===== src/design/dcti_pkg.sv =====
// Shared constants and carrier types of the dual-channel torque cutoff interlock.
package dcti_pkg;

    // ------------------------------------------------------------------
    // Timing
    // ------------------------------------------------------------------
    localparam int CLK_HZ       = 25_000_000; // System clock rate in hertz.
    localparam int PULSE_TOL_US = 1000;       // Input pulse tolerance, 1 ms in microseconds.
    localparam int SKEW_MAX_MS  = 200;        // Largest allowed channel skew in milliseconds.
    localparam int CNT_W        = 24;         // Width of the filter and skew counters.

    // Counter width type.
    typedef logic [CNT_W-1:0] dcti_cnt_t;

    // Least time, so this rounds up; the division is exact at this rate.
    localparam int FILT_CYC_INT = (PULSE_TOL_US * (CLK_HZ / 1000) + 999) / 1000;
    // Longest time, so this rounds down.
    localparam int SKEW_CYC_INT = SKEW_MAX_MS * (CLK_HZ / 1000);
    localparam dcti_cnt_t FILT_CYC = dcti_cnt_t'(FILT_CYC_INT);
    localparam dcti_cnt_t SKEW_CYC = dcti_cnt_t'(SKEW_CYC_INT);
    localparam dcti_cnt_t CNT_ZERO = 24'h000000;
    localparam dcti_cnt_t CNT_ONE  = 24'h000001;

    // ------------------------------------------------------------------
    // Indication select encodings
    // ------------------------------------------------------------------
    localparam logic [1:0] SEL_NONE     = 2'h0; // No indication on a double loss.
    localparam logic [1:0] SEL_RUN_FLT  = 2'h1; // Fault if running, warning if stopped.
    localparam logic [1:0] SEL_WARN     = 2'h2; // Warning in either run state.
    localparam logic [1:0] SEL_FAULT    = 2'h3; // Fault in either run state.

    // ------------------------------------------------------------------
    // Types
    // ------------------------------------------------------------------
    typedef enum logic {ST_STOPPED, ST_RUNNING} dcti_run_e;

    // Operator commands, each a one-cycle pulse.
    typedef struct packed {
        logic start;
        logic stop;
        logic fault_reset;
    } dcti_cmd_s;

    // Indications and power-stage enable seen by the rest of the board.
    typedef struct packed {
        logic gate_enable;
        logic running;
        logic cutoff_active;
        logic cutoff_warning;
        logic start_blocked_warning;
        logic cutoff_fault;
        logic channel_a_loss_fault;
        logic channel_b_loss_fault;
    } dcti_status_s;

    // State of one channel filter.
    typedef struct packed {
        logic      sync_a;
        logic      sync_b;
        dcti_cnt_t cnt;
        logic      level;
    } dcti_filt_s;

    // State of the interlock core.
    typedef struct packed {
        dcti_run_e    run;
        logic         cut_prev;
        dcti_cnt_t    skew_cnt;
        dcti_status_s status;
    } dcti_core_s;

endpackage


===== src/design/dcti_chan_filter.sv =====
// Synchroniser and pulse-rejecting filter for one cutoff input channel.
module dcti_chan_filter #(
    parameter dcti_pkg::dcti_cnt_t FILT_CYC = dcti_pkg::FILT_CYC
) (
    // Clock and reset.
    input  wire logic clk_i,
    input  wire logic reset_n_i,
    // Raw channel, high while energised.
    input  wire logic chan_i,
    // Filtered channel level.
    output logic      level_o
);

    // ------------------------------------------------------------------
    // State
    // ------------------------------------------------------------------
    dcti_pkg::dcti_filt_s s_reg; // Registered filter state.
    dcti_pkg::dcti_filt_s s_next; // Next filter state.

    // The first stage feeds only the second; the counter looks at the second.
    // A disagreement must last FILT_CYC+1 cycles, so a 1 ms pulse never passes.
    always_comb begin
        s_next        = s_reg;
        s_next.sync_a = chan_i;
        s_next.sync_b = s_reg.sync_a;
        if (s_reg.sync_b == s_reg.level) begin
            s_next.cnt = dcti_pkg::CNT_ZERO; // Agreement restarts the window. R3
        end else if (s_reg.cnt == FILT_CYC) begin
            s_next.level = s_reg.sync_b; // Held long enough, accept it. R15
            s_next.cnt   = dcti_pkg::CNT_ZERO;
        end else begin
            s_next.cnt = s_reg.cnt + dcti_pkg::CNT_ONE;
        end
    end

    // Reset assumes the channels open, which is the safe side.
    always_ff @(posedge clk_i) begin
        if (!reset_n_i) begin
            s_reg <= '0;
        end else begin
            s_reg <= s_next;
        end
    end

    assign level_o = s_reg.level;

    // A short disagreement leaves the accepted level untouched.
    AST_FILTER_HOLD: assert property (@(posedge clk_i) disable iff (!reset_n_i)
        (s_reg.sync_b != s_reg.level && s_reg.cnt != FILT_CYC) |=> $stable(s_reg.level))
        else $error("filter level changed before the pulse window ran out");

endmodule


===== src/design/dcti_interlock.sv =====
// Interlock core: cutoff gating, indications, faults and restart control.

// What this block does
// Either channel open removes gate enable
// Partner switches both channels within 200 ms
// Pulses up to 1 ms are ignored
// Single channel loss always raises a fault
// Select setting and run state choose indications
// Select setting never alters cutoff action
// No start until channels closed, faults reset
// Reset needed only when setting raised fault
// No self restart; fresh start required
// Start during cutoff blocked with warning
// Running cutoff stops; indicate only if selected
// Cutoff overrides every other enable path
// Channel A open reports B-loss, vice versa
// Indications are plain informational status outputs
// Inputs synchronised and filtered by counter
// Mismatch beyond skew window flags fault
module dcti_interlock #(
    parameter dcti_pkg::dcti_cnt_t FILT_CYC = dcti_pkg::FILT_CYC,
    parameter dcti_pkg::dcti_cnt_t SKEW_CYC = dcti_pkg::SKEW_CYC
) (
    // Clock and reset.
    input  wire logic                 clk_i,
    input  wire logic                 reset_n_i,
    // Cutoff channels, high while energised (closed).
    input  wire logic                 cutoff_channel_a_i,
    input  wire logic                 cutoff_channel_b_i,
    // Configuration.
    input  wire logic [1:0]           cutoff_indication_select_i,
    // Drive control.
    input  wire dcti_pkg::dcti_cmd_s  cmd_i,
    input  wire logic                 drive_enable_i,
    // Indications and power stage enable.
    output dcti_pkg::dcti_status_s    status_o
);

    // ------------------------------------------------------------------
    // Channel filters
    // ------------------------------------------------------------------
    logic chan_a_f; // Filtered channel A.
    logic chan_b_f; // Filtered channel B.

    dcti_chan_filter #(.FILT_CYC(FILT_CYC)) u_filt_a (
        .clk_i     (clk_i),
        .reset_n_i (reset_n_i),
        .chan_i    (cutoff_channel_a_i),
        .level_o   (chan_a_f)
    );

    dcti_chan_filter #(.FILT_CYC(FILT_CYC)) u_filt_b (
        .clk_i     (clk_i),
        .reset_n_i (reset_n_i),
        .chan_i    (cutoff_channel_b_i),
        .level_o   (chan_b_f)
    );

    // ------------------------------------------------------------------
    // Core state
    // ------------------------------------------------------------------
    dcti_pkg::dcti_core_s s_reg;  // Registered core state.
    dcti_pkg::dcti_core_s s_next; // Next core state.

    logic cutoff;    // Any channel open.
    logic mismatch;  // Channels disagree.
    logic cut_rise;  // First cycle of a cutoff.
    logic any_fault; // Any latched fault.
    logic skew_hit;  // Mismatch has outlasted the skew window.

    assign cutoff    = !(chan_a_f && chan_b_f);
    assign mismatch  = chan_a_f ^ chan_b_f;
    assign cut_rise  = cutoff && !s_reg.cut_prev;
    assign any_fault = s_reg.status.cutoff_fault || s_reg.status.channel_a_loss_fault
                       || s_reg.status.channel_b_loss_fault;
    assign skew_hit  = mismatch && (s_reg.skew_cnt == SKEW_CYC);

    // Indication choice: 2'b10 means fault, 2'b01 means warning, zero none.
    function automatic logic [1:0] pick_ind(input logic [1:0] sel, input logic running);
        logic [1:0] ind;
        ind = 2'h0;
        if (sel == dcti_pkg::SEL_FAULT) begin
            ind = 2'h2;
        end else if (sel == dcti_pkg::SEL_WARN) begin
            ind = 2'h1;
        end else if (sel == dcti_pkg::SEL_RUN_FLT) begin
            ind = running ? 2'h2 : 2'h1;
        end
        return ind;
    endfunction

    // ------------------------------------------------------------------
    // Next-state logic
    // ------------------------------------------------------------------
    // The clear is considered before faults are set, so a fault that lands in
    // the reset cycle survives. The select input reaches only the indication
    // bits; run state and gate enable never read it.
    always_comb begin
        logic [1:0] ind;
        ind             = pick_ind(cutoff_indication_select_i, s_reg.run == dcti_pkg::ST_RUNNING);
        s_next          = s_reg;
        s_next.cut_prev = cutoff;

        // Skew window counter, saturating at the limit.
        if (!mismatch) begin
            s_next.skew_cnt = dcti_pkg::CNT_ZERO;
        end else if (!skew_hit) begin
            s_next.skew_cnt = s_reg.skew_cnt + dcti_pkg::CNT_ONE;
        end

        // Fault reset only takes effect once both channels are closed.
        if (cmd_i.fault_reset && !cutoff) begin
            s_next.status.cutoff_fault         = 1'b0;
            s_next.status.channel_a_loss_fault = 1'b0;
            s_next.status.channel_b_loss_fault = 1'b0;
        end

        // A lone open channel is always a fault; the code names the other one.
        if (skew_hit) begin
            if (!chan_a_f) begin
                s_next.status.channel_b_loss_fault = 1'b1;
            end else begin
                s_next.status.channel_a_loss_fault = 1'b1;
            end
        end

        // Indication chosen by the select setting and the run state at onset.
        if (cut_rise) begin
            if (ind == 2'h2) begin
                s_next.status.cutoff_fault = 1'b1;
            end else if (ind == 2'h1) begin
                s_next.status.cutoff_warning = 1'b1;
            end
        end
        if (!cutoff) begin
            s_next.status.cutoff_warning = 1'b0;
        end

        // Start while cut off is refused with a warning until release.
        if (cmd_i.start && cutoff) begin
            s_next.status.start_blocked_warning = 1'b1;
        end else if (!cutoff) begin
            s_next.status.start_blocked_warning = 1'b0;
        end

        // Run state: cutoff and faults stop it, only a start restarts it.
        case (s_reg.run)
            dcti_pkg::ST_RUNNING: begin
                if (cutoff || any_fault || cmd_i.stop) begin
                    s_next.run = dcti_pkg::ST_STOPPED;
                end
            end
            dcti_pkg::ST_STOPPED: begin
                if (cmd_i.start && !cutoff && !any_fault && !cmd_i.stop) begin
                    s_next.run = dcti_pkg::ST_RUNNING;
                end
            end
            default: begin
                s_next.run = dcti_pkg::ST_STOPPED;
            end
        endcase

        // Cutoff is the last word on the power stage enable.
        s_next.status.running       = (s_next.run == dcti_pkg::ST_RUNNING);
        s_next.status.gate_enable   = s_next.status.running && drive_enable_i
                                      && !cutoff;
        s_next.status.cutoff_active = cutoff;
    end

    // ------------------------------------------------------------------
    // State register
    // ------------------------------------------------------------------
    // Reset comes up stopped with the power stage disabled.
    always_ff @(posedge clk_i) begin
        if (!reset_n_i) begin
            s_reg          <= '0;
            s_reg.run      <= dcti_pkg::ST_STOPPED;
            s_reg.cut_prev <= 1'b1;
            s_reg.status.cutoff_active <= 1'b1;
        end else begin
            s_reg <= s_next;
        end
    end

    // Status is informational only and leaves straight from the register.
    assign status_o = s_reg.status;

    // ------------------------------------------------------------------
    // Assertions
    // ------------------------------------------------------------------
    AST_CUT_GATE_OFF: assert property (@(posedge clk_i) disable iff (!reset_n_i)
        cutoff |=> !status_o.gate_enable && !status_o.running)
        else $error("gate enable stayed on during cutoff");

    AST_OVERRIDE: assert property (@(posedge clk_i) disable iff (!reset_n_i)
        status_o.gate_enable |-> status_o.running && !$past(cutoff))
        else $error("gate enabled while cutoff was active");

    AST_LONE_LOSS: assert property (@(posedge clk_i) disable iff (!reset_n_i)
        skew_hit |=> (status_o.channel_a_loss_fault || status_o.channel_b_loss_fault))
        else $error("single channel loss raised no fault");

    AST_CODE_SWAP: assert property (@(posedge clk_i) disable iff (!reset_n_i)
        (skew_hit && !chan_a_f) |=> status_o.channel_b_loss_fault)
        else $error("open channel A did not report channel B loss");

    AST_SKEW_WAIT: assert property (@(posedge clk_i) disable iff (!reset_n_i)
        (mismatch && !skew_hit && !any_fault) |=> !status_o.channel_a_loss_fault
        && !status_o.channel_b_loss_fault)
        else $error("mismatch fault before skew window expired");

    AST_SEL_FAULT: assert property (@(posedge clk_i) disable iff (!reset_n_i)
        (cut_rise && cutoff_indication_select_i == dcti_pkg::SEL_FAULT)
        |=> status_o.cutoff_fault)
        else $error("fault setting gave no cutoff fault");

    AST_RUN_IND: assert property (@(posedge clk_i) disable iff (!reset_n_i)
        (cut_rise && s_reg.run == dcti_pkg::ST_RUNNING
        && cutoff_indication_select_i == dcti_pkg::SEL_NONE && !any_fault)
        |=> !status_o.cutoff_fault && !status_o.cutoff_warning)
        else $error("indication raised where none was selected");

    AST_START_BLOCK: assert property (@(posedge clk_i) disable iff (!reset_n_i)
        (cmd_i.start && cutoff) |=> status_o.start_blocked_warning && !status_o.running)
        else $error("start during cutoff was not blocked");

    AST_FAULT_HOLD: assert property (@(posedge clk_i) disable iff (!reset_n_i)
        any_fault |=> !status_o.running)
        else $error("drive started with a fault latched");

    AST_NO_SELF_RUN: assert property (@(posedge clk_i) disable iff (!reset_n_i)
        (s_reg.run == dcti_pkg::ST_STOPPED && !cmd_i.start) |=> !status_o.running)
        else $error("drive restarted without a start command");

endmodule


===== config.mk =====
export PLATFORM = sky130hd
export DESIGN_NAME = dcti_interlock
export DESIGN_NICKNAME = d
export VERILOG_FILES = /design/src/design/dcti_pkg.sv /design/src/design/dcti_chan_filter.sv /design/src/design/dcti_interlock.sv
export SDC_FILE = /design/constraint.sdc
export NUM_CORES = 1
export LEC_CHECK = 0
export ABC_CLOCK_PERIOD_IN_PS = 2100
export BUFFER_PORTS_ARGS = -buffer_cell sky130_fd_sc_hd__buf_2
export CAP_MARGIN = 20
export CORE_MARGIN = 2
export CORE_UTILIZATION = 50
export DETAILED_ROUTE_END_ITERATION = 8
export PLACE_DENSITY = 0.7
export SLEW_MARGIN = 20
export SYNTH_ARGS = -nofsm -noshare
export SYNTH_HDL_FRONTEND = slang
export SYNTH_SLANG_ARGS = --single-unit

===== constraint.sdc =====
create_clock -name clk_i -period 2.1 [get_ports clk_i]
set_input_delay 0.525 -clock clk_i [delete_from_list [all_inputs] [get_ports clk_i]]
set_output_delay 0.525 -clock clk_i [all_outputs]
set_load 0.005 [all_outputs]

==> impl_metrics.json <==
{
  "rows": 32,
  "synth_top_area_share": 0.422,
  "synthTopCellsByArea": "sky130_fd_sc_hd__dfxtp_1, sky130_fd_sc_hd__xor2_1, sky130_fd_sc_hd__a21oi_1",
  "placement.io_buffers": 17,
  "switching_share": 0.200,
  "final_nets": 512,
  "proportion_of_layout_cells_with_a_drive_suffix_above_1": 0.108,
  "comb_pwr_share": 0.013,
  "dr_wl_met2_mm": 3.82,
  "worst-r2r-setup-slack_ps": 130,
  "worstPathMaxFanout": 24,
  "final_hold_vio_count": 0,
  "final-seq-area_um2": 1720,
  "route.vias.total": 3428,
  "detailedPlacementHpwl_mm": 5.74,
  "run_status": "finished clean",
  "final_min_period_over_clock_period": 0.940,
  "grt_setup_unrepaired": "no",
  "power.clock.fraction": 0.477,
  "core_area_um2": 7810,
  "syn_area_per_cell_um2": 8.54,
  "grt_start_max_net_pins": 25,
  "clock-sinks": 86,
  "worst_slew_margin_rel": 0.600,
  "edff_count_synth": 0,
  "min_path_cells": 2,
  "io-pin-count": 18,
  "drc": 0,
  "reg2regPathDepth": 5,
  "wirelength_met1_mm": 4.01,
  "power_report.internal_total_uw": 2570,
  "multi_input_comb_area_um2": 2140,
  "dominantRegCellSynth": "sky130_fd_sc_hd__dfxtp_1",
  "drv_slew": 0,
  "cts_post_setup_buffers_inserted": 0,
  "fillers": 719,
  "area_delta_synth_final_pct": 11.1,
  "cp_slowest_cell": "sky130_fd_sc_hd__or4_1",
  "clock_insertion_delay_worst_skew_ps": 360,
  "yosysWarningCount": 0,
  "grtUsageTotal": 0.202,
  "async_sr_flop_fraction": 0,
  "vias_in_the_first_global_route": 3172,
  "design_power_total_uw": 3210,
  "start_kind": "flop",
  "cts_hold_repair.buffers": 0,
  "clock_tree.root_cell": "sky130_fd_sc_hd__clkbuf_8",
  "tightestPinTransition_ps": 594,
  "die_h_um": 94.4,
  "antenna_violations_before_repair": 0,
  "cts.reportedPaths.clkPinSlew_ps": 90,
  "path_cells": "or4_1 -> or4_4 -> o211ai_4 -> buf_12 -> nor2_1",
  "ys_ff_latch": 86,
  "vdd.ir_drop.worst_mv": 0.336,
  "tritoncts": "yes",
  "worst_hold_path_type": "primary input to flop",
  "cp_data_required_time_ps": 2350,
  "synthDominantAreaCellType": "sky130_fd_sc_hd__dfxtp_1",
  "path_class": "flop to flop",
  "total_switching_power_uw": 640,
  "final.min_clock_period_ps": 1970,
  "dieArea_um2": 8910,
  "final.setup.tns_ps": 0,
  "grt_pass1_wl_mm": 14.5,
  "initial_cell_density_of_the_core": 0.523,
  "power.leakage_uw": 0.00148,
  "num_antenna_cells": 0,
  "final_antenna_violating_net_count": 0,
  "skew_ps": 8.86,
  "wp_data_arrival_ps": 2220,
  "first_iter_violations": 105,
  "globalRoute.totalOverflow": 0,
  "drt_first_pass_iters": 4,
  "clock_path_buffers": 2,
  "top_layer_used": "met4",
  "wl_met3_um": 288,
  "seq_power_share": 0.511,
  "syn-instance-count": 478,
  "post_synthesis_net_count": 496,
  "vias_per_cell": 5.70,
  "post_cts_resized": 0,
  "max-cap-violations": 0,
  "power_density_nw_per_um2": 707,
  "highest_clock_rate_ghz": 0.507,
  "syn-cell-area_um2": 4080,
  "htree_num_levels": 3,
  "die_w_um": 94.4,
  "cp_slowest_stage_delay_ps": 530,
  "gpl.final_weighted_congestion": 0.799,
  "yosys.cell_types.count": 45,
  "setup_viol": 0,
  "sequential_element_share_of_the_synthesized_area": 0.422,
  "post_drt_wl_per_cell_um": 13.7,
  "timing.critical_path.to_type": "flop",
  "cts-buffers-inserted": 9,
  "total_detailed_routing_wirelength_mm": 8.25
}
-- routing by layer --
metal	track usage	vias to the layer above
li1	-	1761
met1	0.266	1597
met2	0.330	60
met3	0.0327	10
met4	0.0821	0
met5	0	-
-- power by group through the flow --
stage	clock network [uW]	logic (uW)	registers (uW)
floorplan	0	24.9	1680
global placement	0	39.4	1680
detailed placement	0	40.4	1680
CTS	1560	40.8	1640
global route	1650	45.2	1640
finish	1530	40.5	1640
-- cell families after synthesis --
kind of cell               Yosys count  share of synthesized area
and+or+nand+nor                    223                      0.306
DFF                                 86                      0.422
adders and majority gates            8                     0.0245
buffers and inverters               46                     0.0539
xor gates and xnor gates            34                     0.0729
AOI/OAI and AO/OA                   78                      0.113
muxes                                3                    0.00766
-- cells in the final DEF (no fill, tap or decap), types with 4 or more instances in the layout --
cell | synthesis | final
sky130_fd_sc_hd__dfxtp_1 | 86 | 86
sky130_fd_sc_hd__nor2_1 | 46 | 46
sky130_fd_sc_hd__a21oi_1 | 36 | 36
sky130_fd_sc_hd__nand2_1 | 29 | 29
sky130_fd_sc_hd__nand3_1 | 27 | 27
sky130_fd_sc_hd__nand4_1 | 25 | 25
sky130_fd_sc_hd__xor2_1 | 22 | 22
sky130_fd_sc_hd__o21ai_0 | 21 | 21
sky130_fd_sc_hd__inv_1 | 20 | 20
sky130_fd_sc_hd__or3_1 | 19 | 19
sky130_fd_sc_hd__buf_2 | 1 | 17
sky130_fd_sc_hd__or4_1 | 15 | 15
sky130_fd_sc_hd__buf_4 | 8 | 13
sky130_fd_sc_hd__xnor2_1 | 12 | 12
sky130_fd_sc_hd__and4_1 | 11 | 11
sky130_fd_sc_hd__o31ai_1 | 11 | 11
sky130_fd_sc_hd__nor4_1 | 9 | 9
sky130_fd_sc_hd__clkbuf_8 | 0 | 9
sky130_fd_sc_hd__and3_1 | 8 | 8
sky130_fd_sc_hd__ha_1 | 8 | 8
sky130_fd_sc_hd__and2_1 | 7 | 7
sky130_fd_sc_hd__nor3_1 | 6 | 6
sky130_fd_sc_hd__nand2b_1 | 5 | 5
sky130_fd_sc_hd__nor4b_1 | 5 | 5
sky130_fd_sc_hd__bufinv_16 | 0 | 4
-- through the flow --
stage	std cells	hold slack, ps	util	cell area [um2]	setup slack, ps
after floorplan	478	412	-	4080	206
after global placement	585	415	0.547	4270	194
after detailed placement	585	426	0.547	4270	134
after CTS	601	379	0.581	4540	116
after global routing	601	370	0.581	4540	16.3
final	601	379	0.581	4540	127
-- worst max-delay path: cells and delay by family (launching register included) --
kind | cells | cell delay (ps)
AO/OA/AOI/OAI | 1 | 210
buffers and inverters | 1 | 190
flip-flops | 1 | 360
AND/OR/NAND/NOR | 3 | 1110
-- layout make-up --
| class | count | share of cell area |
|---|---|---|
| flip-flops and latches | 86 | 0.379 |
| well taps | 102 | 0.0281 |
| repair buffers | 31 | 0.0447 |
| inverters | 20 | 0.0165 |
| clock buffers | 9 | 0.0273 |
| multi-input cells | 346 | 0.472 |
| clock inverters | 7 | 0.0320 |
-- worst paths after layout --
path	start	endpoint
hold reg to reg	u_filt_b.s_next[25]	u_filt_b.s_reg[25]
hold / removal	cutoff_channel_a_i	u_filt_a.s_next[25]
setup reg to reg	u_filt_b.s_reg[13]	u_filt_b.s_reg[4]
setup / recovery	u_filt_b.s_reg[13]	u_filt_b.s_reg[4]
-- cell usage after synthesis (all sizes together), types with 12 or more instances --
| library cell | count |
|---|---|
| xnor2 | 12 |
| or4 | 16 |
| or3 | 19 |
| clkbuf | 15 |
| dfxtp | 86 |
| nand3 | 27 |
| nand4 | 25 |
| a21oi | 36 |
| xor2 | 22 |
| inv | 20 |
| o21ai | 21 |
| nand2 | 29 |
| nor2 | 46 |
Note: power is estimated with default switching activity, not from simulation.
